`config.mk`:
```
export PLATFORM = sky130hd
export DESIGN_NAME = mdp_profile_regs
export DESIGN_NICKNAME = d
export VERILOG_FILES = /design/src/rtl/mdp_pkg.sv /design/src/rtl/mdp_profile_word.sv /design/src/rtl/mdp_duty_decode.sv /design/src/rtl/mdp_profile_regs.sv
export SDC_FILE = /design/constraint.sdc
export NUM_CORES = 1
export LEC_CHECK = 0
export BUFFER_PORTS_ARGS = -buffer_cell sky130_fd_sc_hd__buf_2
export CORE_MARGIN = 3
export CORE_UTILIZATION = 30
export DETAILED_ROUTE_END_ITERATION = 10
export HOLD_SLACK_MARGIN = 0.02
export PLACE_DENSITY_LB_ADDON = 0.25
export SETUP_SLACK_MARGIN = 0.5
export SLEW_MARGIN = 20
export SYNTH_ARGS = -nofsm -noshare
export SYNTH_HDL_FRONTEND = slang
export SYNTH_SLANG_ARGS = --single-unit
```
`constraint.sdc`:
```
create_clock -name clk_sys_in -period 8.2 [get_ports clk_sys_in]
set_input_delay 0.82 -clock clk_sys_in [delete_from_list [all_inputs] [get_ports clk_sys_in]]
set_output_delay 0.82 -clock clk_sys_in [all_outputs]
set_load 0.005 [all_outputs]
```
`src/rtl/mdp_pkg.sv`:
```
package mdp_pkg;

   // bus geometry
   localparam int ADDR_W = 10;
   localparam int DATA_W = 32;

   // register indices; byte address is four times the index
   localparam logic [7:0] TWO_PH_IDX   = 8'h96;
   localparam logic [7:0] THREE_PH_IDX = 8'h98;
   localparam logic [ADDR_W-1:0] TWO_PH_ADDR   = {TWO_PH_IDX, 2'h0};
   localparam logic [ADDR_W-1:0] THREE_PH_ADDR = {THREE_PH_IDX, 2'h0};
   localparam logic [DATA_W-1:0] PROFILE_RESET = 32'h0000_0000;
   localparam logic [DATA_W-1:0] UNMAPPED_READ = 32'h0000_0000;

   // field layout
   localparam int PARITY_BIT   = 31;
   localparam int STEP_W       = 3;
   localparam int NUM_STEPS    = 8;
   localparam int STEP0_MSB    = 30;
   localparam int STEP7_LSB    = 7;
   localparam int ANGLE_LSB    = 5;
   localparam int ANGLE_W      = 2;
   localparam int TWO_RSVD_W   = 7;
   localparam int THREE_RSVD_W = 5;

   // duty in hundredths of a percent
   localparam int DUTY_W = 14;
   localparam logic [DUTY_W-1:0] DUTY_CODE0 = 14'h0000;
   localparam logic [DUTY_W-1:0] DUTY_CODE1 = 14'h1388;
   localparam logic [DUTY_W-1:0] DUTY_CODE2 = 14'h1D4C;
   localparam logic [DUTY_W-1:0] DUTY_CODE3 = 14'h20B7;
   localparam logic [DUTY_W-1:0] DUTY_CODE4 = 14'h222E;
   localparam logic [DUTY_W-1:0] DUTY_CODE5 = 14'h249F;
   localparam logic [DUTY_W-1:0] DUTY_CODE6 = 14'h2616;
   localparam logic [DUTY_W-1:0] DUTY_CODE7 = 14'h26AC;

   // lead angle advance, electrical degrees per code step
   localparam int ANGLE_DEG_W = 4;
   localparam logic [ANGLE_DEG_W-1:0] ANGLE_STEP_DEG = 4'h5;

   typedef logic [STEP_W-1:0] mdp_step_type;

   typedef struct packed {
      logic                        parity;
      mdp_step_type [0:NUM_STEPS-1] steps;
      logic [TWO_RSVD_W-1:0]       reserved;
   } mdp_two_profile_type;

   typedef struct packed {
      logic                        parity;
      mdp_step_type [0:NUM_STEPS-1] steps;
      logic [ANGLE_W-1:0]          angle_advance;
      logic [THREE_RSVD_W-1:0]     reserved;
   } mdp_three_profile_type;

   typedef struct packed {
      logic [ADDR_W-1:0] addr;
      logic [DATA_W-1:0] wdata;
      logic              wr;
      logic              rd;
   } mdp_bus_req_type;

   typedef struct packed {
      mdp_step_type      code;
      logic [DUTY_W-1:0] duty;
   } mdp_duty_type;

   // true when an access hits the given register address
   function automatic logic mdp_hit(input logic [ADDR_W-1:0] addr,
                                    input logic [ADDR_W-1:0] target);
      mdp_hit = (addr == target);
   endfunction

endpackage

```
`src/rtl/mdp_profile_word.sv`:
```
`timescale 1ns/1ps

// one read/write profile word; every bit is stored, reserved ones too
module mdp_profile_word
   import mdp_pkg::*;
(
   input  wire logic              clk_sys_in,
   input  wire logic              reset_in,
   input  wire logic              clk_en_in,
   input  wire logic              wr_en_in,
   input  wire logic [DATA_W-1:0] wr_data_in,
   output logic      [DATA_W-1:0] word_out
);

   logic [DATA_W-1:0] next_word;

   // whole-word write, no byte lanes on this port
   assign next_word = wr_en_in ? wr_data_in : word_out;

   // reset to the documented zero value
   always_ff @(posedge clk_sys_in or posedge reset_in)
   begin
      if (reset_in)
         word_out <= PROFILE_RESET;
      else if (clk_en_in)
         word_out <= next_word;
   end

endmodule

```
`src/rtl/mdp_duty_decode.sv`:
```
`timescale 1ns/1ps

// registered map from a 3-bit step code to its duty figure
module mdp_duty_decode
   import mdp_pkg::*;
(
   input  wire logic         clk_sys_in,
   input  wire logic         reset_in,
   input  wire logic         clk_en_in,
   input  wire mdp_step_type code_in,
   output mdp_duty_type      duty_out
);

   logic [DUTY_W-1:0] table_duty;
   mdp_duty_type      next_duty;

   // eight-level duty table
   always_comb
   begin
      unique case (code_in)
         3'h0: table_duty = DUTY_CODE0;
         3'h1: table_duty = DUTY_CODE1;
         3'h2: table_duty = DUTY_CODE2;
         3'h3: table_duty = DUTY_CODE3;
         3'h4: table_duty = DUTY_CODE4;
         3'h5: table_duty = DUTY_CODE5;
         3'h6: table_duty = DUTY_CODE6;
         3'h7: table_duty = DUTY_CODE7;
      endcase
   end

   assign next_duty = '{code: code_in, duty: table_duty};

   // output flop so the consumer sees a clean value
   always_ff @(posedge clk_sys_in or posedge reset_in)
   begin
      if (reset_in)
         duty_out <= '0;
      else if (clk_en_in)
         duty_out <= next_duty;
   end

endmodule

```
`src/rtl/mdp_profile_regs.sv`:
```
// Functional notes
// - two-phase profile word at 0x96, resets zero
// - eight two-phase step fields, bits 30 down to 7
// - step code selects one of eight duties
// - two-phase bits 6-0 stored, no effect
// - three-phase profile word at 0x98, resets zero
// - three-phase steps 0-2 at bits 30-22
// - two-phase word drives two-phase intervals, three likewise
// - three-phase steps 3-7 bits 21-7, 4-0 reserved
// - three-phase bits 6-5 select 0/5/10/15 degree advance
//
// Implementation choice: strobed register access.
`timescale 1ns/1ps

module mdp_profile_regs
   import mdp_pkg::*;
(
   input  wire logic                   clk_sys_in,
   input  wire logic                   reset_in,
   input  wire logic                   clk_en_in,
   input  wire logic [ADDR_W-1:0]      addr_in,
   input  wire logic [DATA_W-1:0]      wr_data_in,
   input  wire logic                   wr_strobe_in,
   input  wire logic                   rd_strobe_in,
   output logic      [DATA_W-1:0]      rd_data_out,
   input  wire logic                   two_phase_interval_in,
   input  wire mdp_step_type           step_sel_in,
   output mdp_two_profile_type         two_phase_profile_out,
   output mdp_three_profile_type       three_phase_profile_out,
   output mdp_duty_type                two_phase_duty_out,
   output mdp_duty_type                three_phase_duty_out,
   output mdp_duty_type                applied_duty_out,
   output logic      [ANGLE_DEG_W-1:0] angle_advance_deg_out
);

   // bus request carried as one bundle
   mdp_bus_req_type bus_req;

   assign bus_req = '{addr: addr_in,
                      wdata: wr_data_in,
                      wr: wr_strobe_in,
                      rd: rd_strobe_in};

   // address decode, shared by the write and read paths
   logic hit_two;
   logic hit_three;
   logic wr_two;
   logic wr_three;
   logic rd_hit;

   assign hit_two   = mdp_hit(bus_req.addr, TWO_PH_ADDR);
   assign hit_three = mdp_hit(bus_req.addr, THREE_PH_ADDR);
   assign wr_two    = bus_req.wr && hit_two;
   assign wr_three  = bus_req.wr && hit_three;
   assign rd_hit    = hit_two || hit_three;

   // storage; writes to any other address are dropped silently
   logic [DATA_W-1:0] word_two;
   logic [DATA_W-1:0] word_three;
   logic [1:0]        wr_en_vec;
   logic [DATA_W-1:0] word_vec [0:1];

   assign wr_en_vec = {wr_three, wr_two};

   genvar gi;
   generate
      for (gi = 0; gi < 2; gi++)
      begin : g_word
         // full 32 bits kept, parity and reserved bits included
         mdp_profile_word u_word (
            .clk_sys_in (clk_sys_in),
            .reset_in   (reset_in),
            .clk_en_in  (clk_en_in),
            .wr_en_in   (wr_en_vec[gi]),
            .wr_data_in (bus_req.wdata),
            .word_out   (word_vec[gi])
         );
      end
   endgenerate

   assign word_two   = word_vec[0];
   assign word_three = word_vec[1];

   // field views of the stored words
   mdp_two_profile_type   view_two;
   mdp_three_profile_type view_three;

   assign view_two   = mdp_two_profile_type'(word_two);
   assign view_three = mdp_three_profile_type'(word_three);

   // read path: data stands in the cycle after the strobe only
   logic [DATA_W-1:0] read_mux;
   logic [DATA_W-1:0] next_rd_data;

   assign read_mux = hit_two   ? word_two :
                     hit_three ? word_three :
                                 UNMAPPED_READ;

   assign next_rd_data = (bus_req.rd && rd_hit) ? read_mux : UNMAPPED_READ;

   always_ff @(posedge clk_sys_in or posedge reset_in)
   begin
      if (reset_in)
         rd_data_out <= '0;
      else if (clk_en_in)
         rd_data_out <= next_rd_data;
   end

   // mirror the words to the commutation engine from flops
   always_ff @(posedge clk_sys_in or posedge reset_in)
   begin
      if (reset_in)
      begin
         two_phase_profile_out   <= '0;
         three_phase_profile_out <= '0;
      end
      else if (clk_en_in)
      begin
         two_phase_profile_out   <= view_two;
         three_phase_profile_out <= view_three;
      end
   end

   // step selection for the step the engine is in
   mdp_step_type sel_two;
   mdp_step_type sel_three;
   mdp_step_type sel_applied;

   assign sel_two   = view_two.steps[step_sel_in];
   assign sel_three = view_three.steps[step_sel_in];

   // interval kind picks which word supplies the duty
   assign sel_applied = two_phase_interval_in ? sel_two : sel_three;

   // three duty decoders: both candidates plus the applied one;
   // a separate applied decoder keeps its output a single flop stage
   mdp_step_type dec_code [0:2];
   mdp_duty_type dec_duty [0:2];

   assign dec_code[0] = sel_two;
   assign dec_code[1] = sel_three;
   assign dec_code[2] = sel_applied;

   generate
      for (gi = 0; gi < 3; gi++)
      begin : g_dec
         mdp_duty_decode u_dec (
            .clk_sys_in (clk_sys_in),
            .reset_in   (reset_in),
            .clk_en_in  (clk_en_in),
            .code_in    (dec_code[gi]),
            .duty_out   (dec_duty[gi])
         );
      end
   endgenerate

   assign two_phase_duty_out   = dec_duty[0];
   assign three_phase_duty_out = dec_duty[1];
   assign applied_duty_out     = dec_duty[2];

   // lead angle: code times five degrees, 0 to 15
   logic [ANGLE_DEG_W-1:0] angle_ext;
   logic [ANGLE_DEG_W-1:0] next_angle;

   assign angle_ext  = {{(ANGLE_DEG_W-ANGLE_W){1'b0}}, view_three.angle_advance};
   assign next_angle = ANGLE_DEG_W'(angle_ext * ANGLE_STEP_DEG);

   always_ff @(posedge clk_sys_in or posedge reset_in)
   begin
      if (reset_in)
         angle_advance_deg_out <= '0;
      else if (clk_en_in)
         angle_advance_deg_out <= next_angle;
   end

endmodule

```
==> impl_metrics.py <==
metrics = {
    "outcome": {
        "outcome": "completed",
    },
    "clocking": {
        "cts_buffers": 25,
        "cts.hold.buffers_added": 0,
        "clock_network_latency_to_the_later_pin_of_the_worst_skew_pair_ps": 510,
        "clk_pin_slew_worst_paths_ps": 60,
        "cts_resizes": 0,
        "cts_tree": "built",
        "cts_post_setup_buffers_inserted": 0,
        "cts.htree.levels": 1,
        "cts_max_path_buffers": 3,
        "cts.root.buffer_cell": "sky130_fd_sc_hd__clkbuf_16",
        "tritoncts_num_sinks": 202,
    },
    "floorplan": {
        "dieArea_um2": 31200,
        "num_rows": 61,
        "dieHeight_um": 177,
        "die_x_um": 177,
        "core_um2": 28200,
        "starting_utilization_of_the_core_area_pct": 31.0,
        "io_pins": 202,
    },
    "routing": {
        "final_antenna_net_count": 0,
        "routed_wire_length_per_instance_um": 19.1,
        "first_iter_violations": 249,
        "drt_pass1_iterations": 4,
        "routed_via_density": 4.70,
        "post_route_drc_violation_count": 0,
        "detail_route.wirelength_um": 23200,
        "num_vias": 5716,
    },
    "layout": {
        "mostFrequentLayoutCells": "sky130_fd_sc_hd__dfrtp_1, sky130_fd_sc_hd__buf_2, sky130_fd_sc_hd__mux2_2",
        "syn_to_final_growth_pct": 24.3,
        "final_nets": 884,
        "drive_gt1_share_pct": 42.3,
        "layout_commonest_cell": "sky130_fd_sc_hd__dfrtp_1",
    },
    "place": {
        "routabilityCongestion": 0.768,
        "portBuffers": 201,
        "post-dp-hpwl_um": 15700,
    },
    "yosys": {
        "yosysUniqueCellTypes": 33,
        "syn_area_per_cell_um2": 13.7,
        "ys_seq_elements": 202,
        "post_synth_instance_area_um2": 8740,
        "synth.area.top_cells": "sky130_fd_sc_hd__dfrtp_1, sky130_fd_sc_hd__mux2_2, sky130_fd_sc_hd__mux2_1",
        "seq_area_frac_synth_pct": 57.8,
        "post-synth-top-area-cell": "sky130_fd_sc_hd__dfrtp_1",
        "ys_warn_count": 0,
        "post_synth_inst_count": 637,
        "synth.net_count": 703,
        "synth_top_area_share_pct": 57.8,
    },
    "timing": {
        "final_hold_viol_count": 0,
        "holdWs_ps": 368,
        "final_max_slew_viol_count": 0,
        "grt_setup_unrepaired": "no",
        "fin_crit_sh_pct": 39.6,
        "worst_slew_pin_slew_ps": 1060,
        "post-route-min-period_ps": 3250,
        "final-setup-viol-count": 0,
        "max_slew_margin_pct": 29.4,
        "maximum_achievable_frequency_mhz": 308,
        "clock_skew_ps": 10.6,
        "setup-tns-final_ps": 0,
    },
    "global_route": {
        "number_of_global_route_vias_before_repair": 5925,
        "grt_first_pass_wirelength_um": 36100,
        "grt_usage_pct": 14.8,
        "largest_net_degree_at_the_start_of_global_routing": 95,
        "aggregate_global_routing_overflow": 0,
        "grt_antenna_before_repair": 2,
    },
    "critical_path": {
        "required_ps": 8590,
        "r2r.worst_path.cells": 6,
        "end_kind": "flip-flop",
        "arrival_ps": 3630,
        "critical_path_class": "in -> reg",
        "path_max_fanout": 34,
        "worst_setup_path_start_kind": "input pin",
    },
    "run": {
        "maxCapViolCount": 0,
    },
    "power": {
        "power.static_leakage_nw": 5.68,
        "worst_ir_drop_vdd_mv": 0.141,
        "power_per_cell_area_nw_per_um2": 207,
    },
    "min_path": {
        "hold_class": "in -> async",
    },
}
worst max-delay path, stage by stage:
cell and delay (ps):
sky130_fd_sc_hd__buf_2 100, sky130_fd_sc_hd__nor4b_1 300, sky130_fd_sc_hd__nand2_1 190, sky130_fd_sc_hd__nor4b_4 230, sky130_fd_sc_hd__buf_4 430, sky130_fd_sc_hd__nand3_2 870
sky130_fd_sc_hd__mux2_1 650
Yosys cell counts, drive strengths merged:
library cell,n
a21oi,18
a22oi,32
a31oi,4
and3,1
buf,30
clkbuf,24
dfrtp,202
ha,15
inv,48
mux2,141
mux2i,23
mux4,12
nand2,6
nand3,3
nand3b,2
nor2,25
nor3,1
nor3b,1
nor4b,2
o211ai,5
o21a,4
o21ai,5
o22ai,33
worst paths after layout:
kind	to	from	slack [ps]
max in group asynchronous	three_phase_profile_out[4]	reset_in	6600
hold / removal	three_phase_profile_out[25]	reset_in	370
min in group clk_sys_in	g_dec[0].u_dec.duty_out[4]	g_dec[0].u_dec.duty_out[4]	470
hold reg to reg	g_dec[0].u_dec.duty_out[4]	g_dec[0].u_dec.duty_out[4]	470
setup reg to reg	g_dec[2].u_dec.duty_out[4]	g_word[0].u_word.word_out[14]	5540
setup / recovery	g_word[1].u_word.word_out[3]	addr_in[0]	4950
routing by layer:
layer / part of all wire (%) / global-route usage (%) / vias to the layer above
met4: 1.9 / 3.67 / 2
met2: 46 / 22.8 / 174
met3: 6.8 / 3.47 / 31
met1: 46 / 21.2 / 2871
met5: 0.047 / 0 / -
li1: - / - / 2638
sequential cells by signal, summed over array words and instances (netlist names):
signal / cells
rd_data_out: 32
two_phase_profile_out: 32
three_phase_profile_out: 31
g_word.u_word.word_out: 64
angle_advance_deg_out: 1
g_dec.u_dec.duty_out: 42
area by class of cell:
| cell class | count | area (µm²) |
|---|---|---|
| diodes | 2 | 5.00 |
| clock buffers | 34 | 739 |
| clock inverters | 11 | 115 |
| fillers | 2783 | 17400 |
| inverters | 48 | 188 |
| multi-input cells | 333 | 3220 |
| flip-flops and latches | 202 | 5050 |
| well taps | 378 | 473 |
| repair buffers | 208 | 1060 |
through the flow:
| stage | power, mW | worst slack, ps | cells | instance area [µm²] | util, % |
|---|---|---|---|---|---|
| after floorplan | 1.10 | 1870 | 637 | 8740 | - |
| after global placement | 1.15 | 4460 | 1169 | 10000 | 35.4 |
| after detailed placement | 1.15 | 4380 | 1169 | 10000 | 35.4 |
| after CTS | 2.29 | 4920 | 1214 | 10900 | 38.4 |
| after global routing | 2.34 | 4740 | 1215 | 10900 | 38.5 |
| final | 2.25 | 4950 | 1216 | 10900 | 38.5 |
power by group:
group	switching, mW	total (mW)	internal (mW)
logic	0.0617	0.102	0.0404
registers	0.0107	1.02	1.01
clock network	0.431	1.12	0.693
cell families (layout without fill, tap and decap cells):
kind of cell,Yosys count,count (layout),synth area share (%)
DFF,202,202,57.8
muxes,176,176,24.8
buffers and inverters,102,301,5.38
AOI/OAI and AO/OA,101,101,7.49
and+or+nand+nor,41,41,2.38
adders and majority gates,15,15,2.15
other,0,2,0
(Power assumes the default switching activity.)
